`src/prd_pkg.sv`:
```
/*
 * Shared constants and carriers for the peripheral reset-defaults bank.
 * Assumes a single pclk domain and a core that reports wake-up events.
 */
package prd_pkg;

    // ************************************************************
    // Register bank geometry
    // ************************************************************
    localparam int NREG = 36;
    localparam int ADDR_W = 8;
    localparam int PC_W = 21;
    localparam int SP_W = 5;

    // Stored register indices; byte address is index times four
    localparam int IDX_CONV_CFG_TWO = 0;
    localparam int IDX_CC_VALUE_HIGH = 1;
    localparam int IDX_CC_VALUE_LOW = 2;
    localparam int IDX_CC_CONTROL = 3;
    localparam int IDX_ECC_VALUE_HIGH = 4;
    localparam int IDX_ECC_VALUE_LOW = 5;
    localparam int IDX_ECC_CONTROL = 6;
    localparam int IDX_ECC_DEADBAND = 7;
    localparam int IDX_ECC_SHUTDOWN = 8;
    localparam int IDX_CMP_VREF = 9;
    localparam int IDX_CMP_CONTROL = 10;
    localparam int IDX_TMR3_HIGH = 11;
    localparam int IDX_TMR3_LOW = 12;
    localparam int IDX_TMR3_CONTROL = 13;
    localparam int IDX_SER_BAUD = 14;
    localparam int IDX_SER_RX_DATA = 15;
    localparam int IDX_SER_TX_DATA = 16;
    localparam int IDX_SER_TX_STAT = 17;
    localparam int IDX_SER_RX_STAT = 18;
    localparam int IDX_NVM_ADDR = 19;
    localparam int IDX_NVM_DATA = 20;
    localparam int IDX_NVM_UNLOCK = 21;
    localparam int IDX_NVM_CONTROL = 22;
    localparam int IDX_PRIO_THREE = 23;
    localparam int IDX_REQ_THREE = 24;
    localparam int IDX_EN_THREE = 25;
    localparam int IDX_PRIO_TWO = 26;
    localparam int IDX_REQ_TWO = 27;
    localparam int IDX_EN_TWO = 28;
    localparam int IDX_PRIO_ONE = 29;
    localparam int IDX_REQ_ONE = 30;
    localparam int IDX_EN_ONE = 31;
    localparam int IDX_PORT_A_LATCH = 32;
    localparam int IDX_PORT_A_DIR = 33;
    localparam int IDX_CAN_STATUS = 34;
    localparam int IDX_CORE_IRQ = 35;
    // Read-only views
    localparam int IDX_CAN_MIRROR_FIRST = 36;
    localparam int IDX_CAN_MIRROR_LAST = 39;
    localparam int IDX_PORT_A_PINS = 40;
    localparam int IDX_STACK_PTR = 41;
    localparam int IDX_STACK_TOP = 42;
    localparam int IDX_LAST = 42;

    // ************************************************************
    // Per-register reset behaviour
    // ************************************************************
    // Unimplemented bits are forced to zero here
    localparam logic [7:0] IMPL_MASK [NREG] = '{
        8'h3F, 8'hFF, 8'hFF, 8'h3F, 8'hFF, 8'hFF, 8'hFF, 8'hFF, 8'hFF,
        8'hFF, 8'hFF, 8'hFF, 8'hFF, 8'hFF, 8'hFF, 8'hFF, 8'hFF, 8'hF7,
        8'hFF, 8'hFF, 8'hFF, 8'hFF, 8'hDF, 8'hFF, 8'hFF, 8'hFF, 8'h5F,
        8'h5F, 8'h5F, 8'hFF, 8'hFF, 8'hFF, 8'h7F, 8'h7F, 8'hEE, 8'hFF};
    localparam logic [7:0] RST_VAL [NREG] = '{
        8'h00, 8'h00, 8'h00, 8'h00, 8'h00, 8'h00, 8'h00, 8'h00, 8'h00,
        8'h00, 8'h00, 8'h00, 8'h00, 8'h00, 8'h00, 8'h00, 8'h00, 8'h02,
        8'h00, 8'h00, 8'h00, 8'h00, 8'h00, 8'hFF, 8'h00, 8'h00, 8'h5F,
        8'h00, 8'h00, 8'hFF, 8'h00, 8'h00, 8'h00, 8'h7F, 8'h00, 8'h00};
    // Bits restored by pin, watchdog, instruction and stack resets
    localparam logic [7:0] WARM_MASK [NREG] = '{
        8'h3F, 8'h00, 8'h00, 8'h3F, 8'h00, 8'h00, 8'hFF, 8'hFF, 8'hFF,
        8'hFF, 8'hFF, 8'h00, 8'h00, 8'h00, 8'hFF, 8'hFF, 8'hFF, 8'hF7,
        8'hFE, 8'h00, 8'h00, 8'h00, 8'h17, 8'hFF, 8'hFF, 8'hFF, 8'h5F,
        8'h5F, 8'h5F, 8'hFF, 8'hFF, 8'hFF, 8'h00, 8'h7F, 8'h00, 8'hFF};
    // Bits restored by a wake-up from sleep
    localparam logic [7:0] WAKE_MASK [NREG] = '{
        8'h00, 8'h00, 8'h00, 8'h00, 8'h00, 8'h00, 8'hFF, 8'hFF, 8'hFF,
        8'h00, 8'h00, 8'h00, 8'h00, 8'h00, 8'h00, 8'h00, 8'h00, 8'h00,
        8'h00, 8'h00, 8'h00, 8'h00, 8'h17, 8'h00, 8'h00, 8'h00, 8'h00,
        8'h00, 8'h00, 8'h00, 8'h00, 8'h00, 8'h00, 8'h00, 8'h00, 8'h00};

    // ************************************************************
    // Fields, vectors and modes
    // ************************************************************
    localparam int BIT_HIGH_PRIO_GIE = 7;
    localparam int BIT_LOW_PRIO_GIE = 6;
    localparam int BIT_PORT_A_SHARED = 6;
    localparam logic [PC_W-1:0] VEC_HIGH = 21'h000008;
    localparam logic [PC_W-1:0] VEC_LOW = 21'h000018;
    // Oscillator mode codes are arbitrary choices
    localparam logic [2:0] OSC_EXT_CLOCK_IO = 3'h5;
    localparam logic [2:0] OSC_RC_IO = 3'h7;
    // Wake flag register selector
    localparam logic [1:0] FLAG_CORE = 2'h0;
    localparam logic [1:0] FLAG_REQ_ONE = 2'h1;
    localparam logic [1:0] FLAG_REQ_TWO = 2'h2;
    localparam logic [1:0] FLAG_REQ_THREE = 2'h3;
    localparam int SYNC_STAGES = 3;

    // ************************************************************
    // Carriers
    // ************************************************************
    typedef struct packed {
        logic valid;
        logic by_irq;
        logic high_prio;
        logic [1:0] flag_reg;
        logic [2:0] flag_bit;
    } prd_wake_s;

    typedef struct packed {
        logic load;
        logic [PC_W-1:0] pc;
    } prd_vector_s;

    typedef struct packed {
        logic push;
        logic [4:0] stack_top_upper;
        logic [7:0] stack_top_high;
        logic [7:0] stack_top_low;
        logic [SP_W-1:0] stack_pointer_reg;
    } prd_push_s;

endpackage

```
`src/prd_bank.sv`:
```
/*
 * Peripheral register bank with per-reset-class initial values,
 * wake-up flag setting, vectoring and stack push, reached over APB.
 * Assumes presetn is the power-on/brown-out reset and that the core
 * raises one-cycle pulses for the watchdog, instruction and stack resets and for wake-up.
 */
`timescale 1ns/1ps

module prd_bank
    import prd_pkg::*;
(
    // APB slave
    input wire logic pclk,
    input wire logic presetn,
    input wire logic psel,
    input wire logic penable,
    input wire logic pwrite,
    input wire logic [ADDR_W-1:0] paddr,
    input wire logic [31:0] pwdata,
    input wire logic [3:0] pstrb,
    output logic [31:0] prdata,
    output logic pready,
    output logic pslverr,
    // Reset sources other than power-on
    input wire logic external_reset_pin_n,
    input wire logic wdt_reset,
    input wire logic reset_instr,
    input wire logic stack_reset,
    // Configuration and pins
    input wire logic [2:0] osc_mode,
    input wire logic [7:0] port_a_pins,
    // Wake-up from sleep
    input wire prd_wake_s wake,
    input wire logic [PC_W-1:0] current_pc,
    output prd_vector_s vector_out,
    output prd_push_s push_out,
    // Register contents toward the peripherals
    output logic [NREG-1:0][7:0] reg_image
);

    // ************************************************************
    // Reset classification
    // ************************************************************
    logic pin_stable;
    logic [7:0] pins_stable;
    logic warm_rst;
    logic wake_evt;
    logic pulse_rst;
    logic pin_rst;

    // Starts released, so power-on leaves no warm reset behind
    prd_sync #(.W(1), .INIT(1'b1)) u_pin_sync (
        .pclk(pclk),
        .presetn(presetn),
        .async_in(external_reset_pin_n),
        .stable(pin_stable)
    );

    // Pins are only seen through the filter, never raw
    prd_sync #(.W(8), .INIT(8'h00)) u_port_sync (
        .pclk(pclk),
        .presetn(presetn),
        .async_in(port_a_pins),
        .stable(pins_stable)
    );

    // Core pulses are one cycle wide and already in the pclk domain
    assign pulse_rst = wdt_reset || reset_instr || stack_reset;
    // The pin reset acts as a level for as long as it is held low
    assign pin_rst = !pin_stable;
    assign warm_rst = pin_rst || pulse_rst;
    // A reset in the same cycle as a wake-up takes precedence
    assign wake_evt = wake.valid && !warm_rst;

    // ************************************************************
    // APB decode
    // ************************************************************
    logic [ADDR_W-3:0] idx;
    logic mapped;
    logic wr_en;
    logic setup;
    logic aligned;
    logic stored;

    assign idx = paddr[ADDR_W-1:2];
    assign aligned = paddr[1:0] == 2'h0;
    assign stored = int'(idx) < NREG;
    assign mapped = aligned && (int'(idx) <= IDX_LAST);
    assign setup = psel && !penable;
    // Writes land at the access edge; pready is high there by design.
    // Read-only views decode as mapped but have no cell to write.
    assign wr_en = psel && penable && pready && pwrite && mapped &&
                   stored && pstrb[0];

    // ************************************************************
    // Wake flag selection
    // ************************************************************
    logic [NREG-1:0][7:0] wake_set;
    logic [7:0] flag_onehot;

    always_comb begin
        wake_set = '0;
        flag_onehot = 8'h01 << wake.flag_bit;
        if (wake_evt) begin
            case (wake.flag_reg)
                FLAG_CORE: wake_set[IDX_CORE_IRQ] = flag_onehot;
                FLAG_REQ_ONE: wake_set[IDX_REQ_ONE] = flag_onehot;
                FLAG_REQ_TWO: wake_set[IDX_REQ_TWO] = flag_onehot;
                FLAG_REQ_THREE: wake_set[IDX_REQ_THREE] = flag_onehot;
                default: wake_set = '0;
            endcase
        end
    end

    // ************************************************************
    // Register storage
    // ************************************************************
    // Each entry is steered by its own masks; the same generic cell
    // carries every reset class, so the table is the only place the
    // per-register reset behaviour lives.
    genvar gi;
    generate
        for (gi = 0; gi < NREG; gi++) begin : g_reg
            logic [7:0] q;
            logic [7:0] next_q;

            always_comb begin
                next_q = q;
                // Unimplemented bits are dropped as written
                if (wr_en && int'(idx) == gi) begin
                    next_q = pwdata[7:0] & IMPL_MASK[gi];
                end
                if (warm_rst) begin
                    next_q = (next_q & ~WARM_MASK[gi]) |
                             (RST_VAL[gi] & WARM_MASK[gi]);
                end else if (wake_evt) begin
                    next_q = (next_q & ~WAKE_MASK[gi]) |
                             (RST_VAL[gi] & WAKE_MASK[gi]);
                end
                // Hardware set wins over a software clear in the same cycle
                next_q = next_q | (wake_set[gi] & IMPL_MASK[gi]);
            end

            always_ff @(posedge pclk or negedge presetn) begin
                if (!presetn) begin
                    q <= RST_VAL[gi];
                end else begin
                    q <= next_q;
                end
            end

            assign reg_image[gi] = q;
        end
    endgenerate

    // ************************************************************
    // Wake-up vectoring and stack push
    // ************************************************************
    logic irq_vectors;
    logic [7:0] core_irq;
    logic [SP_W-1:0] stack_pointer_reg;
    logic [SP_W-1:0] next_sp;
    logic gie_sel;
    logic [PC_W-1:0] vec_target;

    assign core_irq = reg_image[IDX_CORE_IRQ];
    // Enables sampled before the wake flags land
    assign gie_sel = wake.high_prio ? core_irq[BIT_HIGH_PRIO_GIE]
                                    : core_irq[BIT_LOW_PRIO_GIE];
    assign irq_vectors = wake_evt && wake.by_irq && gie_sel;
    assign vec_target = wake.high_prio ? VEC_HIGH : VEC_LOW;

    // Target held until the next interrupt wake
    always_ff @(posedge pclk or negedge presetn) begin
        if (!presetn) begin
            vector_out <= '0;
        end else begin
            vector_out.load <= irq_vectors;
            if (irq_vectors) begin
                vector_out.pc <= vec_target;
            end
        end
    end

    // Stack pointer wraps past its top; overflow handling is the core's
    always_comb begin
        next_sp = stack_pointer_reg;
        if (warm_rst) begin
            next_sp = '0;
        end else if (irq_vectors) begin
            next_sp = stack_pointer_reg + SP_W'(1);
        end
    end

    always_ff @(posedge pclk or negedge presetn) begin
        if (!presetn) begin
            stack_pointer_reg <= '0;
        end else begin
            stack_pointer_reg <= next_sp;
        end
    end

    always_ff @(posedge pclk or negedge presetn) begin
        if (!presetn) begin
            push_out <= '0;
        end else begin
            push_out.push <= irq_vectors;
            push_out.stack_pointer_reg <= next_sp;
            if (irq_vectors) begin
                push_out.stack_top_upper <= current_pc[20:16];
                push_out.stack_top_high <= current_pc[15:8];
                push_out.stack_top_low <= current_pc[7:0];
            end
        end
    end

    // ************************************************************
    // Read path
    // ************************************************************
    logic shared_pin_io;
    logic [7:0] rd_byte;
    logic [31:0] rd_word;

    // Only two oscillator modes free the shared pin for I/O
    assign shared_pin_io = (osc_mode == OSC_EXT_CLOCK_IO) ||
                           (osc_mode == OSC_RC_IO);

    always_comb begin
        rd_byte = 8'h00;
        rd_word = 32'h0000_0000;
        if (stored) begin
            rd_byte = reg_image[idx];
        end
        case (int'(idx))
            IDX_PORT_A_LATCH, IDX_PORT_A_DIR: begin
                rd_byte[BIT_PORT_A_SHARED] = rd_byte[BIT_PORT_A_SHARED] &
                                             shared_pin_io;
            end
            IDX_PORT_A_PINS: begin
                rd_byte = pins_stable & 8'h7F;
                rd_byte[BIT_PORT_A_SHARED] = pins_stable[BIT_PORT_A_SHARED] &
                                             shared_pin_io;
            end
            IDX_STACK_PTR: begin
                rd_byte = {3'h0, stack_pointer_reg};
            end
            default: begin
                if (int'(idx) >= IDX_CAN_MIRROR_FIRST &&
                    int'(idx) <= IDX_CAN_MIRROR_LAST) begin
                    rd_byte = reg_image[IDX_CAN_STATUS];
                end
            end
        endcase
        if (int'(idx) == IDX_STACK_TOP) begin
            rd_word = {11'h000, push_out.stack_top_upper,
                       push_out.stack_top_high, push_out.stack_top_low};
        end else begin
            rd_word = {24'h00_0000, rd_byte};
        end
    end

    // Answer is prepared in setup so the first access cycle completes
    // A refused access still completes at once, with the error set
    always_ff @(posedge pclk or negedge presetn) begin
        if (!presetn) begin
            pready <= 1'b0;
            pslverr <= 1'b0;
            prdata <= 32'h0000_0000;
        end else begin
            pready <= setup;
            pslverr <= setup && !mapped;
            if (setup && !pwrite && mapped) begin
                prdata <= rd_word;
            end else if (setup) begin
                prdata <= 32'h0000_0000;
            end
        end
    end

endmodule

```
`src/prd_sync.sv`:
```
/*
 * Three-stage input synchroniser with agreement filter.
 * Assumes inputs arrive from outside the pclk domain.
 */
`timescale 1ns/1ps

module prd_sync #(
    parameter int W = 1,
    parameter logic [W-1:0] INIT = '0
) (
    // Clock and reset
    input wire logic pclk,
    input wire logic presetn,
    // Asynchronous in, filtered out
    input wire logic [W-1:0] async_in,
    output logic [W-1:0] stable
);

    logic [W-1:0] s1;
    logic [W-1:0] s2;
    logic [W-1:0] s3;

    always_ff @(posedge pclk or negedge presetn) begin
        if (!presetn) begin
            s1 <= INIT;
            s2 <= INIT;
            s3 <= INIT;
        end else begin
            s1 <= async_in;
            s2 <= s1;
            s3 <= s2;
        end
    end

    // A change counts only once the second and third stages agree
    always_ff @(posedge pclk or negedge presetn) begin
        if (!presetn) begin
            stable <= INIT;
        end else begin
            for (int b = 0; b < W; b++) begin
                if (s2[b] == s3[b]) begin
                    stable[b] <= s3[b];
                end
            end
        end
    end

endmodule
```
`config.mk`:
```
export PLATFORM = sky130hd
export DESIGN_NAME = prd_bank
export DESIGN_NICKNAME = d
export VERILOG_FILES = /design/src/prd_pkg.sv /design/src/prd_bank.sv /design/src/prd_sync.sv
export SDC_FILE = /design/constraint.sdc
export NUM_CORES = 1
export LEC_CHECK = 0
export ABC_AREA = 0
export BUFFER_PORTS_ARGS = -buffer_cell sky130_fd_sc_hd__buf_2
export CORE_ASPECT_RATIO = 1.25
export CORE_MARGIN = 10
export CORE_UTILIZATION = 40
export DETAILED_ROUTE_END_ITERATION = 6
export PLACE_DENSITY_LB_ADDON = 0.1
export SYNTH_ARGS = -nofsm -noshare
export SYNTH_HDL_FRONTEND = slang
export SYNTH_SLANG_ARGS = --single-unit
```
`constraint.sdc`:
```
create_clock -name pclk -period 4.2 [get_ports pclk]
set_clock_uncertainty 0.05 [all_clocks]
set_input_delay 0.84 -clock pclk [delete_from_list [all_inputs] [get_ports pclk]]
set_output_delay 0.84 -clock pclk [all_outputs]
set_load 0.02 [all_outputs]
```
==> metrics.txt, run 1 <==
Max-cap violations=0; CP required=approximately 4.5 ns; Synth Instances=1422; Post-synth top flop=dfrtp_1; Pwr Total=0.00737 W; final period utilization=0.730; Skew-Pair Late Insertion Delay=roughly 0.54 ns; Setup TNS=0 ns; clk slew on worst S/H paths=approximately 0.06 ns; Slew Limit Fails=0; Initial DRT Pass Iterations=5; I/O pins=roughly 460; Filler cells=around 3.9k; Ys Warns=0; Tot GR Track Use=0.248; commonest non-fill, non-tap cell in the layout=buf_2; Critical Path Fanout Max=47; critical path capture point type=flip-flop; synthesized area=about 17000 um2; num rows=between 80 and 90; final hold vios=0; Seq cells post-synth=approximately 360; Worst-Margin Slew=approximately 1.1 ns; post-route cell area=20700 um2; critical path type=input pin to flip-flop; drt total wl=between 60 and 70 mm; Setup Fix Bufs, Post-CTS=0; Final nets=~1.9k; Final setup viols=0; clk buf depth=3; vias in the first global route=~14k; Multi-input gate area=~7500 um2; Pwr per Cell Area=355 nW/um2; R2R setup slack=roughly 1.6 ns; global route total overflow=0; maximum vdd drop=~0.34 mV; CTS tree=yes; DIE WIDTH=about 210 um; PortBufs=a little under 400; Post-synth EDFFs=0; run status=finished, final reports clean; H-Tree Depth=2; share of cells above drive strength 1=0.408; wire length per cell=27.7 um; syn_area_per_cell=12.1 um2; Starting Density=0.406; drt initial violations=just over 900; placed cells=around 2.3k; pin count of the biggest net entering global routing=92; post-DP HPWL=~48 mm; CTS Root Buffer Type=clkbuf_16; leak pwr=just over 10 nW; Post-Place Cell Area=19500 um2; die height=~250 um; Min-Delay Path Class=flip-flop to flip-flop; Final ANT Viol Nets=0; routability congestion estimate=slightly below 0.9; clock sinks=approximately 360; cts repair resizes=0; Final Critical Period=3.07 ns; Via Count=about 13k; most frequent cells in the layout=buf_2, dfrtp_1, nand2_1; Yosys cell types=approximately 80; Worst EP arrival=about 3.4 ns; Util after Layout=0.491; RSZ-0062 raised after global routing=no; TritonCTS Buffers=39; first-pass GRT wire length=around 96 mm; Async S/R FF share, synth=1.00; initial antenna violation count=1; Die ar.=51600 um2; Max-slew headroom=0.272; number of hold buffers added after cts=0; post-DR vias/cell=about 5.6; DRC Markers=0; startpoint types=input pin; fmax=326 MHz; sequential fraction of the synthesis area=0.522; Placeable Area=around 42000 um2; P&R area growth vs syn=20.9%; Seq. cell area=8950 um2; final cell count without fillers=about 2.4k
[synth_stat cells (all sizes together) (3+ instances only)]
library cell  number  share of area
xor2               3         0.0015
nor4b              4         0.0042
or2                4         0.0015
nand2            149          0.033
dfstp             34          0.052
dfrtp            322           0.47
nor2b             10         0.0036
nor4               3         0.0011
nand3             70          0.023
a221o              5         0.0029
nor3              15         0.0075
a22o              14         0.0071
inv                3        0.00066
mux2             123          0.081
o21ai             58          0.017
nand4              3         0.0011
mux2i            111          0.065
a221oi             4         0.0020
buf               91          0.037
a22oi             19         0.0083
nor2              77          0.019
nand2b            12         0.0044
o22ai             33          0.012
mux4              60          0.082
clkbuf            70          0.015
and3               5         0.0018
maj3               8         0.0047
a21oi             71          0.021
[final cells by class]
cell class	instances	area share
timing repair buffer	434	0.113
antenna	1	0.000121
clock buffer	58	0.0569
sequential	356	0.431
clock inverter	10	0.00374
tap	559	0.0337
multi-input combinational	947	0.361
inverter	3	0.000543
[registers in the layout, indices dropped and copies added, names as in the netlist, 3 cells and up]
signal / cells
core_irq: 8
prdata: 21
u_port_sync.s3: 7
u_port_sync.s2: 7
u_port_sync.s1: 7
push_out: 26
vector_out: 3
g.q: 264
u_port_sync.stable: 7
[report_power, final]
part	switching [W]	internal (W)	leakage, nW
registers	0.0000149	0.00346	4.78
logic	0.000366	0.000129	4.93
clock network	0.00141	0.00200	0.625
[worst paths after layout]
path                                        start                end  cells after the start
worst max-delay path                     paddr[2]     g_reg[25].q[0]                      6
worst min-delay path            u_port_sync.s1[0]  u_port_sync.s2[0]                      0
worst max register to register             pready     g_reg[18].q[0]                      4
worst min register to register  u_port_sync.s1[0]  u_port_sync.s2[0]                      0
max in group asynchronous                 presetn     g_reg[17].q[1]                      2
min in group asynchronous                 presetn        core_irq[0]                      1
[logic make-up after synthesis]
group | count (synthesis) | synth area share
other | 1 | 0.000218
and+or+nand+nor | 370 | 0.110
muxes | 294 | 0.227
xor gates and xnor gates | 3 | 0.00153
adders and majority gates | 9 | 0.00539
DFF | 356 | 0.522
buffers and inverters | 164 | 0.0534
AOI/OAI and AO/OA | 225 | 0.0808
[per-stage QoR]
| step | setup slack [ns] | hold slack [ns] |
|---|---|---|
| after floorplan | 1.62 | 0.281 |
| after global placement | 0.608 | 0.285 |
| after detailed placement | 0.568 | 0.286 |
| after CTS | 1.13 | 0.298 |
| after global routing | 0.888 | 0.304 |
| final | 1.13 | 0.298 |
[per-layer routing]
metal | GRT usage | part of all wire
met1 | 0.314 | 0.40
met2 | 0.403 | 0.48
met4 | 0.0972 | 0.039
met5 | 0 | 0
met3 | 0.0582 | 0.075
[worst max-delay path, cell delays in order]
cell     delay, ns
buf_4         0.67
nor2b_1       0.54
nand2_1       0.39
nor2_2        0.60
mux2i_1       0.26
nor2_1        0.06
No activity file was read; power rests on OpenSTA's default activity.
==> run 2, diff against run 1 <==
- ABC_AREA: 0 -> 1
- clock period: 4.2 -> 2.5 ns (I/O delays scaled with it)
==> run 2 against run 1 <==
  * Setup slack got worse by 0.76 ns
  * Clock-buffer cell count up 2
  * Largest power group unchanged
  * Hold slack got worse by 0.27 ns
  * Cell count increased by 23%
  * Combinational power grew 140%
  * Global-route usage rose by 3.8 points
  * Routed wire length is 11% higher
  * Synthesized cell count increased by 32%
  * Non-clock buffer count is 98 higher
  * Sequential power up 73%
==> metrics.txt, run 2 <==
run status=finished, final reports clean; crit-path max cell delay=0.69 ns (+0.02 ns); Final setup viols=0 (unchanged); Worst EP arrival=2.54 ns (-0.86 ns); Yosys cell types=49 (-37%); Max-cap violations=0 (unchanged); H-Tree Depth=2 (unchanged); CP required=2.91 ns (-1.63 ns); Synth Instances=1872 (+32%); Pwr per Cell Area=627 nW/um2 (+76%); drt total wl=72.8 mm (+11%); sequential fraction of the synthesis area=0.550 (+0.0286); DRC Markers=0 (unchanged); synthesized area=16300 um2 (-5.2%); most instantiated cells after synthesis=nand2_1, dfrtp_1, o21ai_1; Setup Fix Bufs, Post-CTS=0 (unchanged); Seq cells post-synth=356 (unchanged); initial antenna violation count=0 (-1); ranking of synthesized cells by area=dfrtp_1, nand2_1, o21ai_1; Final nets=2436 (+30%); fmax=~470 MHz; registers with the most flip-flops=g.q x264, push_out x26, prdata x21; Max-slew headroom=0.413 (+0.140); CP cell instances=and3_1 -> nand4_1 -> nor2_8 -> nand2_4 -> inv_6 -> a21oi_1 -> nand2_1 -> o21ai_1; Final Critical Period=around 2.1 ns; critical path type=flip-flop to flip-flop; Filler cells=3930 (-0.28%); syn_area_per_cell=8.69 um2 (-28%); Worst-Margin Slew=0.881 ns (-0.207 ns); wire length per cell=24.9 um (-9.9%); pin count of the biggest net entering global routing=59 (-36%); Placeable Area=40100 um2 (-5.1%); I/O pins=464 (unchanged); global route total overflow=0 (unchanged); drt initial violations=1357 (+48%); Post-synth top flop=dfrtp_1; maximum vdd drop=0.461 mV (+37%); Async S/R FF share, synth=1.00 (unchanged); leak pwr=10.8 nW (+4.5%); CTS Root Buffer Type=clkbuf_16; top-area cell type share of the netlist area=0.495 (+0.0257); Pwr Total=0.0131 W (+77%); Die ar.=49200 um2 (-4.7%); final hold vios=0 (unchanged); clk slew on worst S/H paths=0.06 ns (about the same); Slew Limit Fails=0 (unchanged); Seq. cell area=8950 um2 (unchanged); post-DR vias/cell=5.34 (-4.3%); Post-Place Worst Slack=0.00638 ns (-0.562 ns); startpoint types=flip-flop; Via Count=15.6k (+18%); CTS tree=yes; most frequent cells in the layout=nand2_1, buf_2, dfrtp_1; Final ANT Viol Nets=0 (unchanged); Initial DRT Pass Iterations=5 (unchanged); final period utilization=0.852; Setup TNS=0 ns (unchanged); Skew-Pair Late Insertion Delay=0.55 ns (about the same); commonest non-fill, non-tap cell in the layout=nand2_1; RSZ-0062 raised after global routing=no; die height=246 um (-2.4%); Post-synth EDFFs=0 (unchanged); largest register by flop count=g.q; TritonCTS Buffers=38 (-2.6%); crit path max-delay cell type=a21oi_1; top-count cell post-synth=nand2_1; DIE WIDTH=200 um (-2.4%); Tot GR Track Use=0.286 (+0.0382); critical path capture point type=flip-flop; first-pass GRT wire length=106 mm (+9.9%); clock sinks=356 (unchanged); Critical Path Fanout Max=12 (-74%); share of cells above drive strength 1=0.280 (-0.128); routability congestion estimate=0.979 (+13%); PortBufs=388 (unchanged); P&R area growth vs syn=28.0%; num rows=82 (-2.4%); Starting Density=0.406 (-0.000622); vias in the first global route=15.4k (+12%); Ys Warns=0 (unchanged); Min-Delay Path Class=input pin to flip-flop; post-synth top area cell=dfrtp_1; Post-Place Cell Area=19500 um2 (about the same); max FFs per register=264 (unchanged); post-route cell area=20800 um2 (+0.36%); post-route setup slack=0.371 ns (-0.763 ns); post-DP HPWL=56.0 mm (+17%); Util after Layout=0.519 (+0.0280); Multi-input gate area=6360 um2 (-15%); clk buf depth=3 (unchanged); Ant. Diodes=0 (-1)
run 2: cell types whose count changed after synthesis, sizes merged, moves of 60 or more:
cell   previous run  this run
inv               3        73
nand2           149       635
mux4             60         0
mux2i           111         0
o21ai            58       297
mux2            123         0
a22oi            19        90
run 2: cell families (layout without fill, tap and decap cells):
logic type,after synthesis,count (layout),synth area share
AOI/OAI and AO/OA,458,458,0.166
adders and majority gates,9,9,0.00569
buffers and inverters,223,677,0.0706
DFF,356,356,0.550
other,1,46,0.000230
and+or+nand+nor,825,825,0.207
run 2: stage by stage:
step | instances | hold slack (ns)
final | 2917 | 0.0253
after global placement | 2841 | 0.286
after detailed placement | 2841 | 0.286
after global routing | 2917 | 0.00389
after CTS | 2917 | 0.00593
after floorplan | 1917 | 0.154
run 2: layout make-up:
| type | count | area share |
|---|---|---|
| sequential | 356 | 0.430 |
| timing repair buffer | 532 | 0.156 |
| multi-input combinational | 1338 | 0.305 |
| tap | 546 | 0.0328 |
| clock buffer | 60 | 0.0560 |
| clock inverter | 9 | 0.00559 |
| inverter | 76 | 0.0143 |
run 2: critical path, delay by kind of cell (launching register included):
| family | cells | cell delay [ns] |
|---|---|---|
| flops | 1 | 0.38 |
| simple gates | 5 | 0.73 |
| compound gates | 2 | 0.80 |
| buf+inv | 1 | 0.07 |
run 2: routing by layer:
metal | up-vias | part of all wire | wire (um) | track usage
li1 | 7110 | - | - | -
met1 | 7632 | 0.39 | 28300 | 0.344
met2 | 719 | 0.49 | 35800 | 0.488
met3 | 104 | 0.083 | 6030 | 0.0714
met4 | 0 | 0.037 | 2680 | 0.105
met5 | - | 0 | 0 | 0
run 2: worst paths after layout:
path,start,to,slack [ns],cells past startpoint
max,pready,g_reg[0].q[3],0.37,8
min,port_a_pins[4],u_port_sync.s1[4],0.03,1
max reg2reg,pready,g_reg[0].q[3],0.37,8
min reg2reg,u_port_sync.s1[4],u_port_sync.s2[4],0.29,0
max in group asynchronous,presetn,prdata[15],1.19,3
min in group asynchronous,presetn,push_out[22],0.43,2
run 2: power breakdown:
group,internal [W],switching (W)
clock,0.00343,0.00242
sequential,0.00591,0.000104
combinational,0.000331,0.000867
run 2: repair_timing:
item	4_1_cts	5_1_grt
hold buffers	7	0
resized for setup	0	0
endpoints found under the hold margin	40	0
==> run 3, diff against run 2 <==
- SLEW_MARGIN: unset -> 10
- clock period: 2.5 -> 1.9 ns (I/O delays scaled with it)
==> run 3 against run 2 <==
  * The flow now finishes with violations (negative setup slack)
  * Routed wire length up 3.7%
  * Sequential power up 32%
  * Hold slack worse by 0.015 ns
  * Utilization up 4.0 points
  * Register-to-register slack worse by 0.40 ns
  * Sequential share of layout area down 3.1 points
  * Cell count up 3.9%
  * Power up 34%
  * Critical path depth up 2
  * Global-route usage up 0.62 points
  * Non-clock buffer count up 111
  * Critical path type unchanged
==> metrics.txt, run 3 (same netlist as run 2, synthesis figures left out) <==
failing checks=negative setup slack; CTS tree=yes; post-route setup slack=-0.0301 ns (-0.401 ns); Via Count=16.3k (+4.5%); wire length per cell=24.9 um (-0.21%); Skew-Pair Late Insertion Delay=0.55 ns (about the same); Min-Delay Path Class=input pin to flip-flop; registers with the most flip-flops=g.q x264, push_out x26, prdata x21; TritonCTS Buffers=39 (+2.6%); Final ANT Viol Nets=0 (unchanged); largest register by flop count=g.q; drt initial violations=1417 (+4.4%); run status=finished with violations; placed cells=2922 (+2.9%); clk buf depth=3 (unchanged); max FFs per register=264 (unchanged); pin count of the biggest net entering global routing=55 (-6.8%); worst r2r src=pready; most frequent cells in the layout=nand2_1, buf_2, dfrtp_1; RSZ-0062 raised after global routing=yes; die height=246 um (unchanged); commonest non-fill, non-tap cell in the layout=nand2_1; crit path from=pready; Slew Limit Fails=0 (unchanged); Min Hold Slack=0.0103 ns (-0.0149 ns); post-DP HPWL=57.8 mm (+3.3%); initial antenna violation count=0 (unchanged); critical path capture point type=flip-flop; routability congestion estimate=0.976 (-0.35%); Worst-Margin Slew=0.562 ns (-0.319 ns); hold wc startpoint=current_pc[1]; Max-slew headroom=0.625 (+0.212); maximum vdd drop=0.755 mV (+64%); startpoint types=flip-flop; Pwr per Cell Area=783 nW/um2 (+25%); Max-cap violations=0 (unchanged); post-DR vias/cell=5.37 (+0.55%); P&R area growth vs syn=37.8%; CTS Root Buffer Type=clkbuf_16; global route total overflow=0 (unchanged); num rows=82 (unchanged); final hold vios=0 (unchanged); Seq. cell area=8950 um2 (unchanged); Starting Density=0.406 (unchanged); clock sinks=356 (unchanged); share of cells above drive strength 1=0.330 (+0.0492); final cell count without fillers=3032 (+3.9%); DIE WIDTH=200 um (unchanged); Filler cells=3780 (-3.8%); I/O pins=464 (unchanged); clk slew on worst S/H paths=0.06 ns (about the same); leak pwr=11.6 nW (+7.4%); Placeable Area=40100 um2 (unchanged); critical path type=flip-flop to flip-flop; Final setup viols=22 (+22); DRC Markers=0 (unchanged); final period utilization=1.02 (+0.164); Die ar.=49200 um2 (unchanged); drt total wl=75.5 mm (+3.7%); CP required=2.32 ns (-0.59 ns); Worst EP arrival=2.35 ns (-0.19 ns); Tot GR Track Use=0.292 (+0.00620); Final nets=2550 (+4.7%); fmax=518 MHz (+10%); Post-Place Worst Slack=-0.567 ns (-0.573 ns); H-Tree Depth=2 (unchanged); Initial DRT Pass Iterations=6 (+1); Critical Path Fanout Max=6 (-6); Multi-input gate area=6650 um2 (+4.6%); Final Critical Period=1.93 ns (-0.199 ns); first-pass GRT wire length=108 mm (+2.6%); PortBufs=388 (unchanged); vias in the first global route=15.9k (+3.3%)
==> run 3: metal layers <==
layer	track usage	up-vias	routed length, um
li1	-	7353	-
met1	0.356	7920	28800
met2	0.494	839	36900
met3	0.0600	156	6220
met4	0.127	0	3560
met5	0	-	0
==> run 3: final timing paths <==
check	end	slack, ns	cells after the start
min	push_out[6]	0.01	3
max reg2reg	g_reg[26].q[4]	-0.03	10
min reg2reg	u_port_sync.s2[1]	0.30	0
max in group asynchronous	u_pin_sync.s2	0.73	3
min in group asynchronous	push_out[17]	0.31	2
max	g_reg[26].q[4]	-0.03	10
==> run 3: through the flow <==
step | util | power (W) | TNS (ns) | area [um2]
after floorplan | - | 0.00879 | -0.0572 | 16500
after global placement | 0.507 | 0.00969 | -118.55 | 20300
after detailed placement | 0.507 | 0.00970 | -115.74 | 20300
after CTS | 0.549 | 0.0176 | -0.230 | 22000
after global routing | 0.559 | 0.0181 | -7.31 | 22400
final | 0.559 | 0.0176 | -0.357 | 22400
==> run 3: repair_timing <==
item / 4_1_cts / 5_1_grt
buffers inserted: 3 / 5
cloned: 0 / 5
hold buffers: 27 / 0
gates resized for setup: 13 / 109
setup endpoints to repair: 67 / 235
pin swaps: 1 / 27
endpoints found under the hold margin: 47 / 0
==> run 3: area by class of cell <==
class                           count  share of cell area
Clock inverter                     11             0.00496
Timing Repair inverter              1            0.000502
Timing Repair Buffer              643               0.199
Antenna cell                        2            0.000223
Tap cell                          546              0.0305
Multi-Input combinational cell   1339               0.296
Sequential cell                   356               0.399
Inverter                           76              0.0146
Clock buffer                       58              0.0544
==> run 3: worst max-delay path: stages (launching register included) <==
cell and delay (ns):
dfrtp_1 0.35, and3_1 0.15, nand4_1 0.26, nor2_8 0.28, nand2_8 0.12, buf_12 0.18
nor2_4 0.13, nor2_4 0.06, buf_6 0.15, nand2_2 0.08, o21ai_4 0.05
==> run 3: report_power, final <==
part	switching, W	internal (W)	total, W	leakage [nW]
registers	0.000148	0.00777	0.00792	4.76
clock network	0.00316	0.00470	0.00786	0.653
logic	0.00119	0.000573	0.00177	6.19
total	0.00450	0.0130	0.0176	11.6
